===== config.mk =====
export PLATFORM = sky130hd
export DESIGN_NAME = drs_sequencer
export DESIGN_NICKNAME = d
export VERILOG_FILES = /design/src/drs_pkg.sv /design/src/drs_tick.sv /design/src/drs_timer.sv /design/src/drs_sequencer.sv
export SDC_FILE = /design/constraint.sdc
export NUM_CORES = 1
export LEC_CHECK = 0
export ABC_AREA = 1
export BUFFER_PORTS_ARGS = -buffer_cell sky130_fd_sc_hd__buf_4
export CORE_MARGIN = 4
export CORE_UTILIZATION = 30
export CTS_CLUSTER_DIAMETER = 80
export CTS_CLUSTER_SIZE = 30
export DETAILED_ROUTE_END_ITERATION = 16
export GPL_ROUTABILITY_DRIVEN = 1
export GPL_TIMING_DRIVEN = 1
export PLACE_DENSITY_LB_ADDON = 0.15
export SYNTH_ARGS = -nofsm -noshare
export SYNTH_HDL_FRONTEND = slang
export SYNTH_HIERARCHICAL = 1
export SYNTH_SLANG_ARGS = --single-unit

===== constraint.sdc =====
create_clock -name clk -period 1.9 [get_ports clk]
set_input_delay 0.38 -clock clk [delete_from_list [all_inputs] [get_ports clk]]
set_output_delay 0.38 -clock clk [all_outputs]
set_load 0.005 [all_outputs]

===== src/drs_pkg.sv =====
/*
 Package for the drive remote sequencer: command and state word layout,
 reset values, setpoint source codes and timing counts.
 Assumes a 100 MHz single clock.
*/
package drs_pkg;
   // ----------------------------------------
   // Word layout
   // ----------------------------------------
   localparam int WORD_W = 16;
   localparam logic [15:0] CMD_RESET = 16'h0000;
   localparam int CMD_ENABLE  = 0;
   localparam int CMD_START   = 1;
   localparam int CMD_INCH    = 2;
   localparam int CMD_INCHSEL = 3;
   localparam int CMD_ACK     = 8;
   localparam int CMD_LINK_OK = 9;
   localparam logic [15:0] CMD_RSVD_MASK = 16'hFCF0;
   localparam int ST_COAST   = 0;
   localparam int ST_PROG    = 1;
   localparam int ST_DISABLE = 2;
   localparam int ST_RUN     = 3;
   localparam int ST_INCH    = 4;
   localparam int ST_ALARM   = 6;
   localparam int ST_RUNNING = 8;
   localparam int ST_ENABLED = 9;
   localparam int ST_ZERO    = 10;
   localparam int ST_HEALTH  = 11;
   localparam int ST_READY   = 12;

   // ----------------------------------------
   // Timing
   // ----------------------------------------
   localparam int CLK_MHZ = 100;
   localparam int TICK_US = 1000;
   localparam int TICK_CYCLES = TICK_US * CLK_MHZ;
   localparam int LINK_DELAY_MS_DEF = 1000;
   localparam int HOLD_OFF_MS_DEF = 1000;
   localparam int MS_W = 16;

   // ----------------------------------------
   // Enumerations
   // ----------------------------------------
   typedef enum logic [2:0]
   {
      DRS_SRC_NONE,
      DRS_SRC_PLAIN,
      DRS_SRC_INCH_A,
      DRS_SRC_INCH_B,
      DRS_SRC_CREEP,
      DRS_SRC_SLACK_A,
      DRS_SRC_SLACK_B
   } drs_src_t;

   typedef enum logic [1:0]
   {
      DRS_LINK_OK,
      DRS_LINK_WARN,
      DRS_LINK_ACTIVE
   } drs_link_t;
endpackage


===== src/drs_tick.sv =====
/*
 Millisecond enable divider.
 Assumes one free running clock.
*/
`timescale 1ns/100ps
module drs_tick
#(
   parameter int CYCLES = drs_pkg::TICK_CYCLES
)
(
   // Clock and reset
   input  wire logic clk,
   input  wire logic nrst,
   // Enable out
   output logic      tick
);
   logic [31:0] cnt;
   logic [31:0] next_cnt;
   logic        next_tick;

   always_comb
   begin
      next_tick = 1'b0;
      next_cnt  = cnt + 32'h1;
      if (cnt == 32'(CYCLES - 1))
      begin
         next_cnt  = 32'h0;
         next_tick = 1'b1;
      end
   end

   always_ff @(posedge clk or negedge nrst)
   begin
      if (!nrst)
      begin
         cnt  <= 32'h0;
         tick <= 1'b0;
      end
      else
      begin
         cnt  <= next_cnt;
         tick <= next_tick;
      end
   end
endmodule


===== src/drs_timer.sv =====
/*
 Millisecond up-timer: clear while run is low, count ticks, flag expiry.
 Assumes tick is a one-cycle enable.
*/
`timescale 1ns/100ps
module drs_timer
#(
   parameter int W = drs_pkg::MS_W
)
(
   // Clock and reset
   input  wire logic         clk,
   input  wire logic         nrst,
   // Control
   input  wire logic         tick,
   input  wire logic         run,
   input  wire logic [W-1:0] length,
   // Status
   output logic              expired
);
   logic [W-1:0] cnt;
   logic [W-1:0] next_cnt;
   logic         next_expired;

   always_comb
   begin
      next_cnt     = cnt;
      next_expired = expired;
      if (!run)
      begin
         next_cnt     = '0;
         next_expired = 1'b0;
      end
      else if (tick && !expired)
      begin
         next_cnt = cnt + W'(1);
         if (cnt + W'(1) >= length)
            next_expired = 1'b1;
      end
   end

   always_ff @(posedge clk or negedge nrst)
   begin
      if (!nrst)
      begin
         cnt     <= '0;
         expired <= 1'b0;
      end
      else
      begin
         cnt     <= next_cnt;
         expired <= next_expired;
      end
   end
endmodule


===== src/drs_sequencer.sv =====
/*
 Drive remote sequencer top: merges terminal and remote requests, picks
 the setpoint source, guards starts against alarms and stops, runs the
 link trip timer and the alarm latch, and builds the state word.
 Assumes all inputs synchronous to clk; the command word is written by
 a one-cycle strobe with data.
*/
// How it works
// - No run, inch, creep or slack start while an alarm is present.
// - Enable plus inch runs at inch speed A or B by select setting.
// - Contactor hold-off delay stops rapid inch toggling cycling contactor.
// - Select true, start and inch together gives creep speed.
// - Running, select false, inch adds slack offset A; release returns.
// - Running, select true adds slack offset B; false returns.
// - Command word 16 bits, resets zero, decodes bits 0-3, 8, 9.
// - Reserved bits read anything; controller writes zeros there.
// - State word reports stop, run, inch, alarm, health, ready bits.
// - State word reads 1B0B running, 044B or 0447 when tripped.
// - After acknowledge reads 0C47; alarm bit holds until restart.
// - Remote enable, start, inch, select bits gated by permit flag.
// - Alarms held latched until acknowledged; remote bit 8 acknowledges.
// - Controller writes 0300 to clear, then 0200 once healthy.
// - Bit 9 low starts link trip timer; trip on expiry unless inhibited.
// - Link trip state reports ok, warning or active.
// - After trip, need rising acknowledge and rising start to run.
// - No start while program-stop or coast-stop input is low.
`timescale 1ns/100ps
module drs_sequencer
#(
   parameter int MS_W = drs_pkg::MS_W,
   parameter int TICK = drs_pkg::TICK_CYCLES
)
(
   // Clock and reset
   input  wire logic              clk,
   input  wire logic              nrst,
   // Command word port
   input  wire logic              cmd_wr,
   input  wire logic [15:0]       cmd_wdata,
   output logic      [15:0]       remote_command_word,
   output logic      [15:0]       sequence_state_word,
   // Terminals
   input  wire logic              term_enable,
   input  wire logic              term_start,
   input  wire logic              term_inch,
   input  wire logic              term_ack,
   input  wire logic              prog_stop_n,
   input  wire logic              coast_stop_n,
   // Settings
   input  wire logic              remote_sequencing_permit,
   input  wire logic              jog_slack_select,
   input  wire logic              link_trip_inhibit,
   input  wire logic [MS_W-1:0]   link_trip_delay,
   input  wire logic [MS_W-1:0]   contactor_hold_off,
   // Drive status in
   input  wire logic              alarm_in,
   input  wire logic              zero_speed,
   // Outputs
   output logic                   contactor,
   output logic                   drive_enable,
   output drs_pkg::drs_src_t      setpoint_src,
   output drs_pkg::drs_link_t     link_trip_state,
   output logic                   health_flag
);
   // ----------------------------------------
   // Request merge
   // ----------------------------------------
   logic r_en, r_start, r_inch, r_sel, r_ack, link_ok;
   logic req_en, req_start, req_inch, req_ack, stops_ok;
   logic tick, link_exp, hold_exp;

   assign r_en    = remote_sequencing_permit
                    & remote_command_word[drs_pkg::CMD_ENABLE];
   assign r_start = remote_sequencing_permit
                    & remote_command_word[drs_pkg::CMD_START];
   assign r_inch  = remote_sequencing_permit
                    & remote_command_word[drs_pkg::CMD_INCH];
   assign r_sel   = remote_sequencing_permit
                    & remote_command_word[drs_pkg::CMD_INCHSEL];
   // Ack bit works in remote mode regardless of permit
   assign r_ack   = remote_command_word[drs_pkg::CMD_ACK];
   assign link_ok = remote_command_word[drs_pkg::CMD_LINK_OK];
   assign req_en    = term_enable | r_en;
   assign req_start = term_start | r_start;
   assign req_inch  = term_inch | r_inch;
   assign req_ack   = term_ack | r_ack;
   assign stops_ok  = prog_stop_n & coast_stop_n;

   // ----------------------------------------
   // State registers
   // ----------------------------------------
   logic alarm_latch, next_alarm_latch;
   logic alarm_sticky, next_alarm_sticky;
   logic need_start, next_need_start;
   logic ack_d, start_d, next_ack_d, next_start_d;
   logic running, next_running;
   logic inch_act, next_inch_act;
   logic [15:0] next_cmd;
   logic [15:0] next_state;
   logic next_contactor;
   logic link_trip, hold_run;
   logic ack_rise, start_rise, permit_run;
   drs_pkg::drs_src_t next_src;

   drs_tick #(.CYCLES(TICK)) u_tick
   (
      .clk  (clk),
      .nrst (nrst),
      .tick (tick)
   );

   // Link timer runs while bit 9 is low, unless inhibited
   drs_timer #(.W(MS_W)) u_link
   (
      .clk     (clk),
      .nrst    (nrst),
      .tick    (tick),
      .run     (!link_ok && !link_trip_inhibit),
      .length  (link_trip_delay),
      .expired (link_exp)
   );

   // Hold-off keeps contactor in after inch released
   assign hold_run = contactor && !(running || inch_act);
   drs_timer #(.W(MS_W)) u_hold
   (
      .clk     (clk),
      .nrst    (nrst),
      .tick    (tick),
      .run     (hold_run),
      .length  (contactor_hold_off),
      .expired (hold_exp)
   );

   assign link_trip  = link_exp && !link_trip_inhibit;
   assign ack_rise   = req_ack && !ack_d;
   assign start_rise = req_start && !start_d;
   // Alarm blocks start; trip also needs fresh start edge
   assign permit_run = !alarm_latch && !alarm_sticky && stops_ok
                       && !(need_start && !start_rise);

   always_comb
   begin
      next_cmd = remote_command_word;
      if (cmd_wr)
         next_cmd = cmd_wdata;
      next_ack_d   = req_ack;
      next_start_d = req_start;
      // Set wins over acknowledge clear
      next_alarm_latch = alarm_latch;
      if (alarm_in || link_trip)
         next_alarm_latch = 1'b1;
      else if (ack_rise)
         next_alarm_latch = 1'b0;
      next_alarm_sticky = alarm_sticky;
      if (alarm_in || link_trip)
         next_alarm_sticky = 1'b1;
      else if (!alarm_latch && start_rise)
         next_alarm_sticky = 1'b0;
      next_need_start = need_start;
      if (link_trip)
         next_need_start = 1'b1;
      else if (!alarm_latch && start_rise)
         next_need_start = 1'b0;
      next_running = running;
      if (!req_en || !req_start || !stops_ok || alarm_latch)
         next_running = 1'b0;
      else if (!running && permit_run)
         next_running = 1'b1;
      next_inch_act = inch_act;
      if (!req_en || !req_inch || !stops_ok || alarm_latch)
         next_inch_act = 1'b0;
      else if (!inch_act && !alarm_latch && !alarm_sticky)
         next_inch_act = 1'b1;
      next_contactor = contactor;
      if (alarm_latch || !coast_stop_n)
         next_contactor = 1'b0;
      else if (running || inch_act)
         next_contactor = 1'b1;
      else if (hold_exp)
         next_contactor = 1'b0;
   end

   // ----------------------------------------
   // Setpoint source
   // ----------------------------------------
   always_comb
   begin
      next_src = drs_pkg::DRS_SRC_NONE;
      if (running && inch_act && jog_slack_select)
         next_src = drs_pkg::DRS_SRC_CREEP;
      else if (running && jog_slack_select)
         next_src = drs_pkg::DRS_SRC_SLACK_B;
      else if (running && inch_act)
         next_src = drs_pkg::DRS_SRC_SLACK_A;
      else if (running)
         next_src = drs_pkg::DRS_SRC_PLAIN;
      else if (inch_act)
         next_src = (jog_slack_select || r_sel)
                    ? drs_pkg::DRS_SRC_INCH_B
                    : drs_pkg::DRS_SRC_INCH_A;
   end

   // ----------------------------------------
   // State word
   // ----------------------------------------
   always_comb
   begin
      next_state = 16'h0000;
      next_state[drs_pkg::ST_COAST]   = coast_stop_n;
      next_state[drs_pkg::ST_PROG]    = prog_stop_n;
      next_state[drs_pkg::ST_DISABLE] = !req_en;
      next_state[drs_pkg::ST_RUN]     = req_start;
      next_state[drs_pkg::ST_INCH]    = req_inch;
      next_state[drs_pkg::ST_ALARM]   = alarm_sticky;
      next_state[drs_pkg::ST_RUNNING] = contactor;
      next_state[drs_pkg::ST_ENABLED] = running | inch_act;
      next_state[drs_pkg::ST_ZERO]    = zero_speed;
      next_state[drs_pkg::ST_HEALTH]  = !alarm_latch;
      next_state[drs_pkg::ST_READY]   = contactor && !alarm_latch;
   end

   always_ff @(posedge clk or negedge nrst)
   begin
      if (!nrst)
      begin
         remote_command_word <= drs_pkg::CMD_RESET;
         sequence_state_word <= 16'h0000;
         alarm_latch  <= 1'b0;
         alarm_sticky <= 1'b0;
         need_start   <= 1'b0;
         ack_d        <= 1'b0;
         start_d      <= 1'b0;
         running      <= 1'b0;
         inch_act     <= 1'b0;
         contactor    <= 1'b0;
         setpoint_src <= drs_pkg::DRS_SRC_NONE;
      end
      else
      begin
         remote_command_word <= next_cmd;
         sequence_state_word <= next_state;
         alarm_latch  <= next_alarm_latch;
         alarm_sticky <= next_alarm_sticky;
         need_start   <= next_need_start;
         ack_d        <= next_ack_d;
         start_d      <= next_start_d;
         running      <= next_running;
         inch_act     <= next_inch_act;
         contactor    <= next_contactor;
         setpoint_src <= next_src;
      end
   end

   // ----------------------------------------
   // Outputs
   // ----------------------------------------
   assign drive_enable = running | inch_act;
   assign health_flag  = !alarm_latch;
   always_comb
   begin
      if (link_exp && !link_trip_inhibit)
         link_trip_state = drs_pkg::DRS_LINK_ACTIVE;
      else if (!link_ok)
         link_trip_state = drs_pkg::DRS_LINK_WARN;
      else
         link_trip_state = drs_pkg::DRS_LINK_OK;
   end
endmodule


==> metrics.csv, run 1 <==
stage,metric,value,unit
cells_and_area,final_cell_mix,"247 x nand2_1, 167 x buf_4, 154 x inv_1",
worst_setup_path,path_cells,"ha_2, nand3_4, nor2_4, buf_12, nand3_4, nor2_2, nand2_1, and2_4, ha_4, nand2_4, nor2_2, a21oi_2, nand2_1, nand2_1, nand2_1",
routing,viasPerCell,4.25,
cells_and_area,final_nets,1116,
die,pin_count,102,
worst_setup_path,crit_family,simple AND/OR/NAND/NOR gates,
worst_setup_path,max_stage_delay,420,ps
cts,cts_buffer_depth,2,
routing,wl_per_cell,12.4,microns
die,start_util,0.309,
outcome,violations,setup timing,
timing,rsz0062_at_grt,true,
die,die_width,153,microns
timing,finalCriticalPeriod,2210,ps
placed_design,port_buffers,96,
routing,vias,5499,
routing,drc_errors,0,
synthesis,synth.distinct_cells,33,
global_routing,grt_pass1_vias,5393,
global_routing,antenna_found_initial,0,
outcome,outcome,"complete, but fails checks",
timing,fin_crit_sh,1.16,
flow_run,cap_violations,0,
synthesis,synth_area_per_cell,7.50,sq um
routing,ant_nets,0,
cells_and_area,area_delta_synth_final,31.1,%
worst_setup_path,crit_path_end_kind,flip-flop,
worst_setup_path,arrival,2460,ps
routing,first_pass_iters,4,
cts,htree_levels,3,
synthesis,yosys_warnings,6,
die,rows,52,
die,die-area,23500,sq um
synthesis,yosysSeqAreaShare,0.410,
cts,cts_root_buf,clkbuf_16,
global_routing,track_usage,0.137,
power_and_ir_drop,vdd_drop_max,0.000416,V
power_and_ir_drop,powerDensity,541,nW/um^2
worst_setup_path,slowest_stage,dfrtp_1,
die,core_area,20500,sq um
worst_hold_path,hp-class,in -> reg,
worst_setup_path,cp_max_fo,4,
worst_setup_path,required,2150,ps
power_and_ir_drop,p_leak,4.44,nW
timing,fin_skew,8.78,ps
routing,dr.first_iter.drc_count,222,
die,die_h,153,microns
global_routing,overflow,0,
placed_design,gp_congestion,0.849,
cts,clkSinkCount,104,
timing,clock.fmax,0.452,GHz
worst_setup_path,path_buf_inv,1,
cells_and_area,drive_above_1_share,0.243,
worst_setup_path,start_kind,flip-flop,
cts,numCtsBuffers,9,
cells_and_area,final_common_cell,nand2_1,
global_routing,grt_start_max_net_pins,54,
placed_design,preCtsSetupSlack,-274,ps
timing,drv_slew,0,
timing,fin_setup_tns,-529,ps
cts,clkTransAtPathRegs,70,ps
cts,insertion_delay,360,ps
routing,drt_wl_total,16000,microns
synthesis,synth_cells,845,
synthesis,syn_area,6340,sq um
worst_setup_path,cp_common_cell,nand2_1,
synthesis,synth_seq_cells,104,
cts,cts_tree,done,
timing,setup_ws,-313,ps
worst_setup_path,worstSetupPathType,reg -> reg,
placed_design,dp_hpwl,12600,microns
timing,finalSetupViolCount,2,
cells_and_area,antenna_cells,0,
timing,hold_viol_final,0,
global_routing,grt_pass1_wl,26400,microns
==> cells by family after synthesis <==
kind of cell / Yosys count / share of synthesized area
AOI/OAI and AO/OA: 64 / 0.0547
xor gates and xnor gates: 25 / 0.0369
adders and majority gates: 35 / 0.0691
buffers and inverters: 170 / 0.108
DFF: 104 / 0.410
muxes: 13 / 0.0255
other: 1 / 0.000591
and+or+nand+nor: 433 / 0.295
==> what timing repair did <==
item | CTS | global route
buffers inserted | 1 | 4
pin swaps | 5 | 19
cloned | 0 | 0
gates resized for setup | 1 | 22
setup endpoints to repair | 2 | 2
hold buffers | 1 | 0
hold endpoints to repair | 20 | 0
==> layout make-up <==
type	count	area [sq um]
clock buffer	9	225
timing repair buffer	170	1300
multi-input combinational	575	3190
inverter	159	597
tap	270	338
sequential	104	2600
clock inverter	7	53.8
fill	2102	12200
==> synth_stat cells <==
cell type	number	area (sq um)
nor2_1	88	330
nand2_1	250	938
and2_1	8	50.1
buf_8	1	15.0
dfrtp_1	104	2600
xnor2_1	2	17.5
xor2_2	2	32.5
nor2_4	6	67.6
buf_2	2	10.0
a21oi_1	17	85.1
ha_1	35	438
nor3_4	2	32.5
nor3_1	4	20.0
nor2_2	10	62.6
mux2_2	9	101
o21ai_1	6	30.0
buf_4	7	52.6
inv_1	155	582
nand3_2	4	40.0
a31oi_1	1	6.26
clkinv_1	2	7.51
inv_2	2	7.51
o21ai_0	27	135
o21bai_1	7	52.6
buf_6	1	11.3
and3_1	2	12.5
nand4_1	12	75.1
nand3_1	44	220
nand2_2	3	18.8
xor2_1	21	184
o22ai_1	6	37.5
conb_1	1	3.75
mux2_4	4	60.1
==> routing by layer <==
layer,track usage,routed length (microns),vias up
li1,-,-,2946
met1,0.191,7860,2452
met2,0.214,7180,89
met3,0.0319,753,12
met4,0.0362,185,0
met5,0,0,-
==> sequential cells by signal, summed over array words and instances (netlist names) <==
register / flops
sequence_state_word: 11
u_hold/cnt: 16
remote_command_word: 16
setpoint_src: 3
u_tick/cnt: 32
alarm_sticky: 1
ack_d: 1
u_hold/expired: 1
u_tick/tick: 1
running: 1
alarm_latch: 1
u_link/expired: 1
contactor: 1
u_link/cnt: 16
inch_act: 1
need_start: 1
==> report_power, final <==
group	internal (mW)	leakage, nW	switching (mW)
clock	0.904	0.134	0.900
sequential	2.26	1.37	0.0287
combinational	0.216	2.94	0.184
total	3.38	4.44	1.11
==> per-stage QoR <==
stage	total power, mW	hold slack (ps)	cells	util	area [sq um]
2_1_floorplan	2.48	84.4	849	-	6370
3_3_place_gp	2.73	315	1272	0.384	7860
3_5_place_dp	2.74	318	1272	0.384	7860
4_1_cts	4.59	111	1290	0.398	8170
5_1_grt	4.74	115	1294	0.406	8310
6_report	4.49	132	1294	0.406	8310
==> final timing paths <==
check / endpoint / from / cells after the start / slack, ps
max: u_hold/expired / u_hold/cnt[0] / 15 / -310
max in group asynchronous: u_hold/cnt[1] / nrst / 3 / 790
min reg2reg: sequence_state_word[6] / alarm_sticky / 0 / 410
min in group asynchronous: u_tick/cnt[24] / nrst / 2 / 470
max reg2reg: u_hold/expired / u_hold/cnt[0] / 15 / -310
min: sequence_state_word[10] / zero_speed / 1 / 130
(Power assumes the default switching activity.)
==> run 2: changes to the inputs <==
--- a/config.mk
+++ b/config.mk
@@ -8,12 +8,12 @@
 export ABC_AREA = 1
 export BUFFER_PORTS_ARGS = -buffer_cell sky130_fd_sc_hd__buf_4
 export CORE_MARGIN = 4
-export CORE_UTILIZATION = 30
+export CORE_UTILIZATION = 25
 export CTS_CLUSTER_DIAMETER = 80
 export CTS_CLUSTER_SIZE = 30
 export DETAILED_ROUTE_END_ITERATION = 16
 export GPL_ROUTABILITY_DRIVEN = 1
-export GPL_TIMING_DRIVEN = 1
+export GPL_TIMING_DRIVEN = 0
 export PLACE_DENSITY_LB_ADDON = 0.15
 export SYNTH_ARGS = -nofsm -noshare
 export SYNTH_HDL_FRONTEND = slang
==> constraint.sdc (replaced) <==
create_clock -name clk -period 1.9 [get_ports clk]
set_input_delay 0.095 -clock clk [delete_from_list [all_inputs] [get_ports clk]]
set_output_delay 0.095 -clock clk [all_outputs]
set_load 0.005 [all_outputs]
==> metrics.csv, run 2 (synthesis gave the netlist of run 1 again) <==
stage,metric,value,unit,change
outcome,outcome,"complete, but fails checks",,
outcome,violations,setup timing,,
cells_and_area,antenna_cells,0,,unchanged
worst_setup_path,worstSetupPathType,reg -> reg,,
cts,cts_root_buf,clkbuf_16,,
power_and_ir_drop,vdd_drop_max,0.000431,V,+3.6%
cts,cts_tree,done,,
die,die-area,28000,sq um,+19%
cells_and_area,largest_register_ffs,32,,unchanged
timing,clock.fmax,0.440,GHz,-2.7%
timing,hold_viol_final,0,,unchanged
cells_and_area,max_flop_register,u_tick/cnt,,
power_and_ir_drop,powerDensity,581,nW/um^2,+7.4%
cells_and_area,drive_above_1_share,0.227,,-0.0157
placed_design,dp_hpwl,12200,microns,-2.8%
global_routing,track_usage,0.119,,-0.0181
worst_setup_path,start_kind,flip-flop,,
power_and_ir_drop,finalPower,4.97,mW,+11%
timing,fin_skew,7.36,ps,-1.42 ps
cts,numCtsBuffers,9,,unchanged
routing,viasPerCell,4.10,,-3.5%
cells_and_area,stdcell_area,8560,sq um,+3.0%
routing,ant_nets,0,,unchanged
global_routing,grt_start_max_net_pins,67,,+24%
global_routing,globalRouteMet1Util,0.156,,-0.0344
global_routing,busiest_layer,met2,,
die,rows,58,,+12%
timing,fin_crit_sh,1.20,,+0.0320
cts,htree_levels,3,,unchanged
routing,dr.first_iter.drc_count,209,,-5.9%
global_routing,grt_pass1_wl,27400,microns,+4.0%
worst_setup_path,max_stage_delay,420,ps,about the same
timing,setup_ws,-374,ps,-60.9 ps
worst_setup_path,path_buf_inv,1,,unchanged
die,die_h,167,microns,+9.0%
cts,clkTransAtPathRegs,70,ps,about the same
worst_setup_path,cp_common_cell,nand2_1,,
cells_and_area,area_delta_synth_final,35.1,%,
die,pin_count,102,,unchanged
cells_and_area,final_cell_mix,"237 x nand2_1, 154 x inv_1, 121 x buf_4",,
cts,insertion_delay,350,ps,about the same
worst_setup_path,crit_path_end_kind,flip-flop,,
worst_setup_path,cp_max_fo,5,,+1
global_routing,overflow,0,,unchanged
worst_setup_path,required,2150,ps,about the same
timing,finalCriticalPeriod,2270,ps,+60.9 ps
routing,drt_wl_total,16200,microns,+1.2%
cells_and_area,final_nets,1103,,-1.2%
global_routing,antenna_found_initial,0,,unchanged
worst_hold_path,hp-class,in -> reg,,
timing,holdWs,28.3,ps,-104 ps
die,start_util,0.253,,-0.0561
worst_setup_path,path_cells,"ha_2, nand3_4, nor2_4, buf_6, nand3_4, nor2_4, nand2_1, and2_4, ha_4, nand2_4, o21ai_1, a21oi_2, nand2_2, nand2_1, nand2_1",,
cts,cts_buffer_depth,2,,unchanged
timing,rsz0062_at_grt,true,,
routing,drc_errors,0,,unchanged
timing,finalSetupViolCount,2,,unchanged
worst_setup_path,arrival,2520,ps,+60 ps
die,die_width,167,microns,+9.0%
routing,vias,5499,,unchanged
global_routing,grtUsageMet3,0.0338,,+0.00181
worst_setup_path,crit_family,simple AND/OR/NAND/NOR gates,,
global_routing,grt_pass1_vias,5576,,+3.4%
cts,clkSinkCount,104,,unchanged
global_routing,use_met2,0.195,,-0.0196
flow_run,cap_violations,0,,unchanged
worst_setup_path,slowest_stage,dfrtp_1,,
timing,drv_slew,0,,unchanged
routing,wl_per_cell,12.1,microns,-2.4%
placed_design,port_buffers,95,,-1.0%
cells_and_area,final_common_cell,nand2_1,,
routing,first_pass_iters,6,,+2
placed_design,gp_congestion,0.815,,-4.0%
die,core_area,25000,sq um,+22%
placed_design,placed_cell_area,7530,sq um,-4.3%
power_and_ir_drop,p_leak,4.43,nW,-0.27%
==> run 2: cell types whose count changed in the layout (fill, tap and decap cells not counted), moves of 5 or more <==
cell	previous run	this run
buf_6	0	5
dlygate4sd3_1	1	27
nand2_1	247	237
buf_4	167	121
nand2_2	5	15
==> run 2: worst min-delay path, cell delays in order <==
cell      delay [ps]
buf_4             70
o21bai_1         130
inv_1             50
==> run 2: layout make-up <==
cell class              count  area (sq um)
fillers                  2674         16500
multi-input cells         575          3300
flip-flops and latches    104          2610
repair buffers            146          1200
inverters                 159           598
well taps                 330           413
clock buffers              12           256
clock inverters             4          98.8
plain buffers              11          91.3
==> run 2: routing by layer <==
layer	part of all wire	routed length, microns	up-vias
li1	-	-	2921
met1	0.48	7800	2481
met2	0.46	7440	84
met3	0.045	734	13
met4	0.012	194	0
met5	0	0	-
==> run 2: stage by stage <==
stage / TNS (ps) / cells / setup slack [ps] / util
after floorplan: -201 / 849 / -100 / -
after global placement: -1450 / 1274 / -465 / 0.299
after detailed placement: -1620 / 1275 / -500 / 0.301
after CTS: -1660 / 1333 / -359 / 0.334
after global routing: -1070 / 1341 / -540 / 0.342
final: -687 / 1341 / -374 / 0.342
==> run 2: final timing paths <==
check | from | cells after the start | end | slack, ps
worst min register to register | alarm_sticky | 0 | sequence_state_word[6] | 410
min in group asynchronous | nrst | 2 | u_tick/cnt[30] | 230
max in group asynchronous | nrst | 3 | u_link/cnt[1] | 990
worst max-delay path | u_hold/cnt[1] | 15 | u_hold/expired | -370
worst min-delay path | term_enable | 3 | sequence_state_word[2] | 30
worst max register to register | u_hold/cnt[1] | 15 | u_hold/expired | -370
==> run 2: what timing repair did <==
item,4_1_cts,5_1_grt
setup endpoints to repair,14,11
buffers inserted,16,8
endpoints found under the hold margin,64,0
gates resized for setup,21,31
pin swaps,19,27
hold buffers,27,0
==> run 2: power by group <==
group | internal [mW] | switching (mW) | leakage [nW]
registers | 2.26 | 0.0292 | 1.37
clock network | 1.37 | 0.860 | 0.173
logic | 0.259 | 0.195 | 2.89
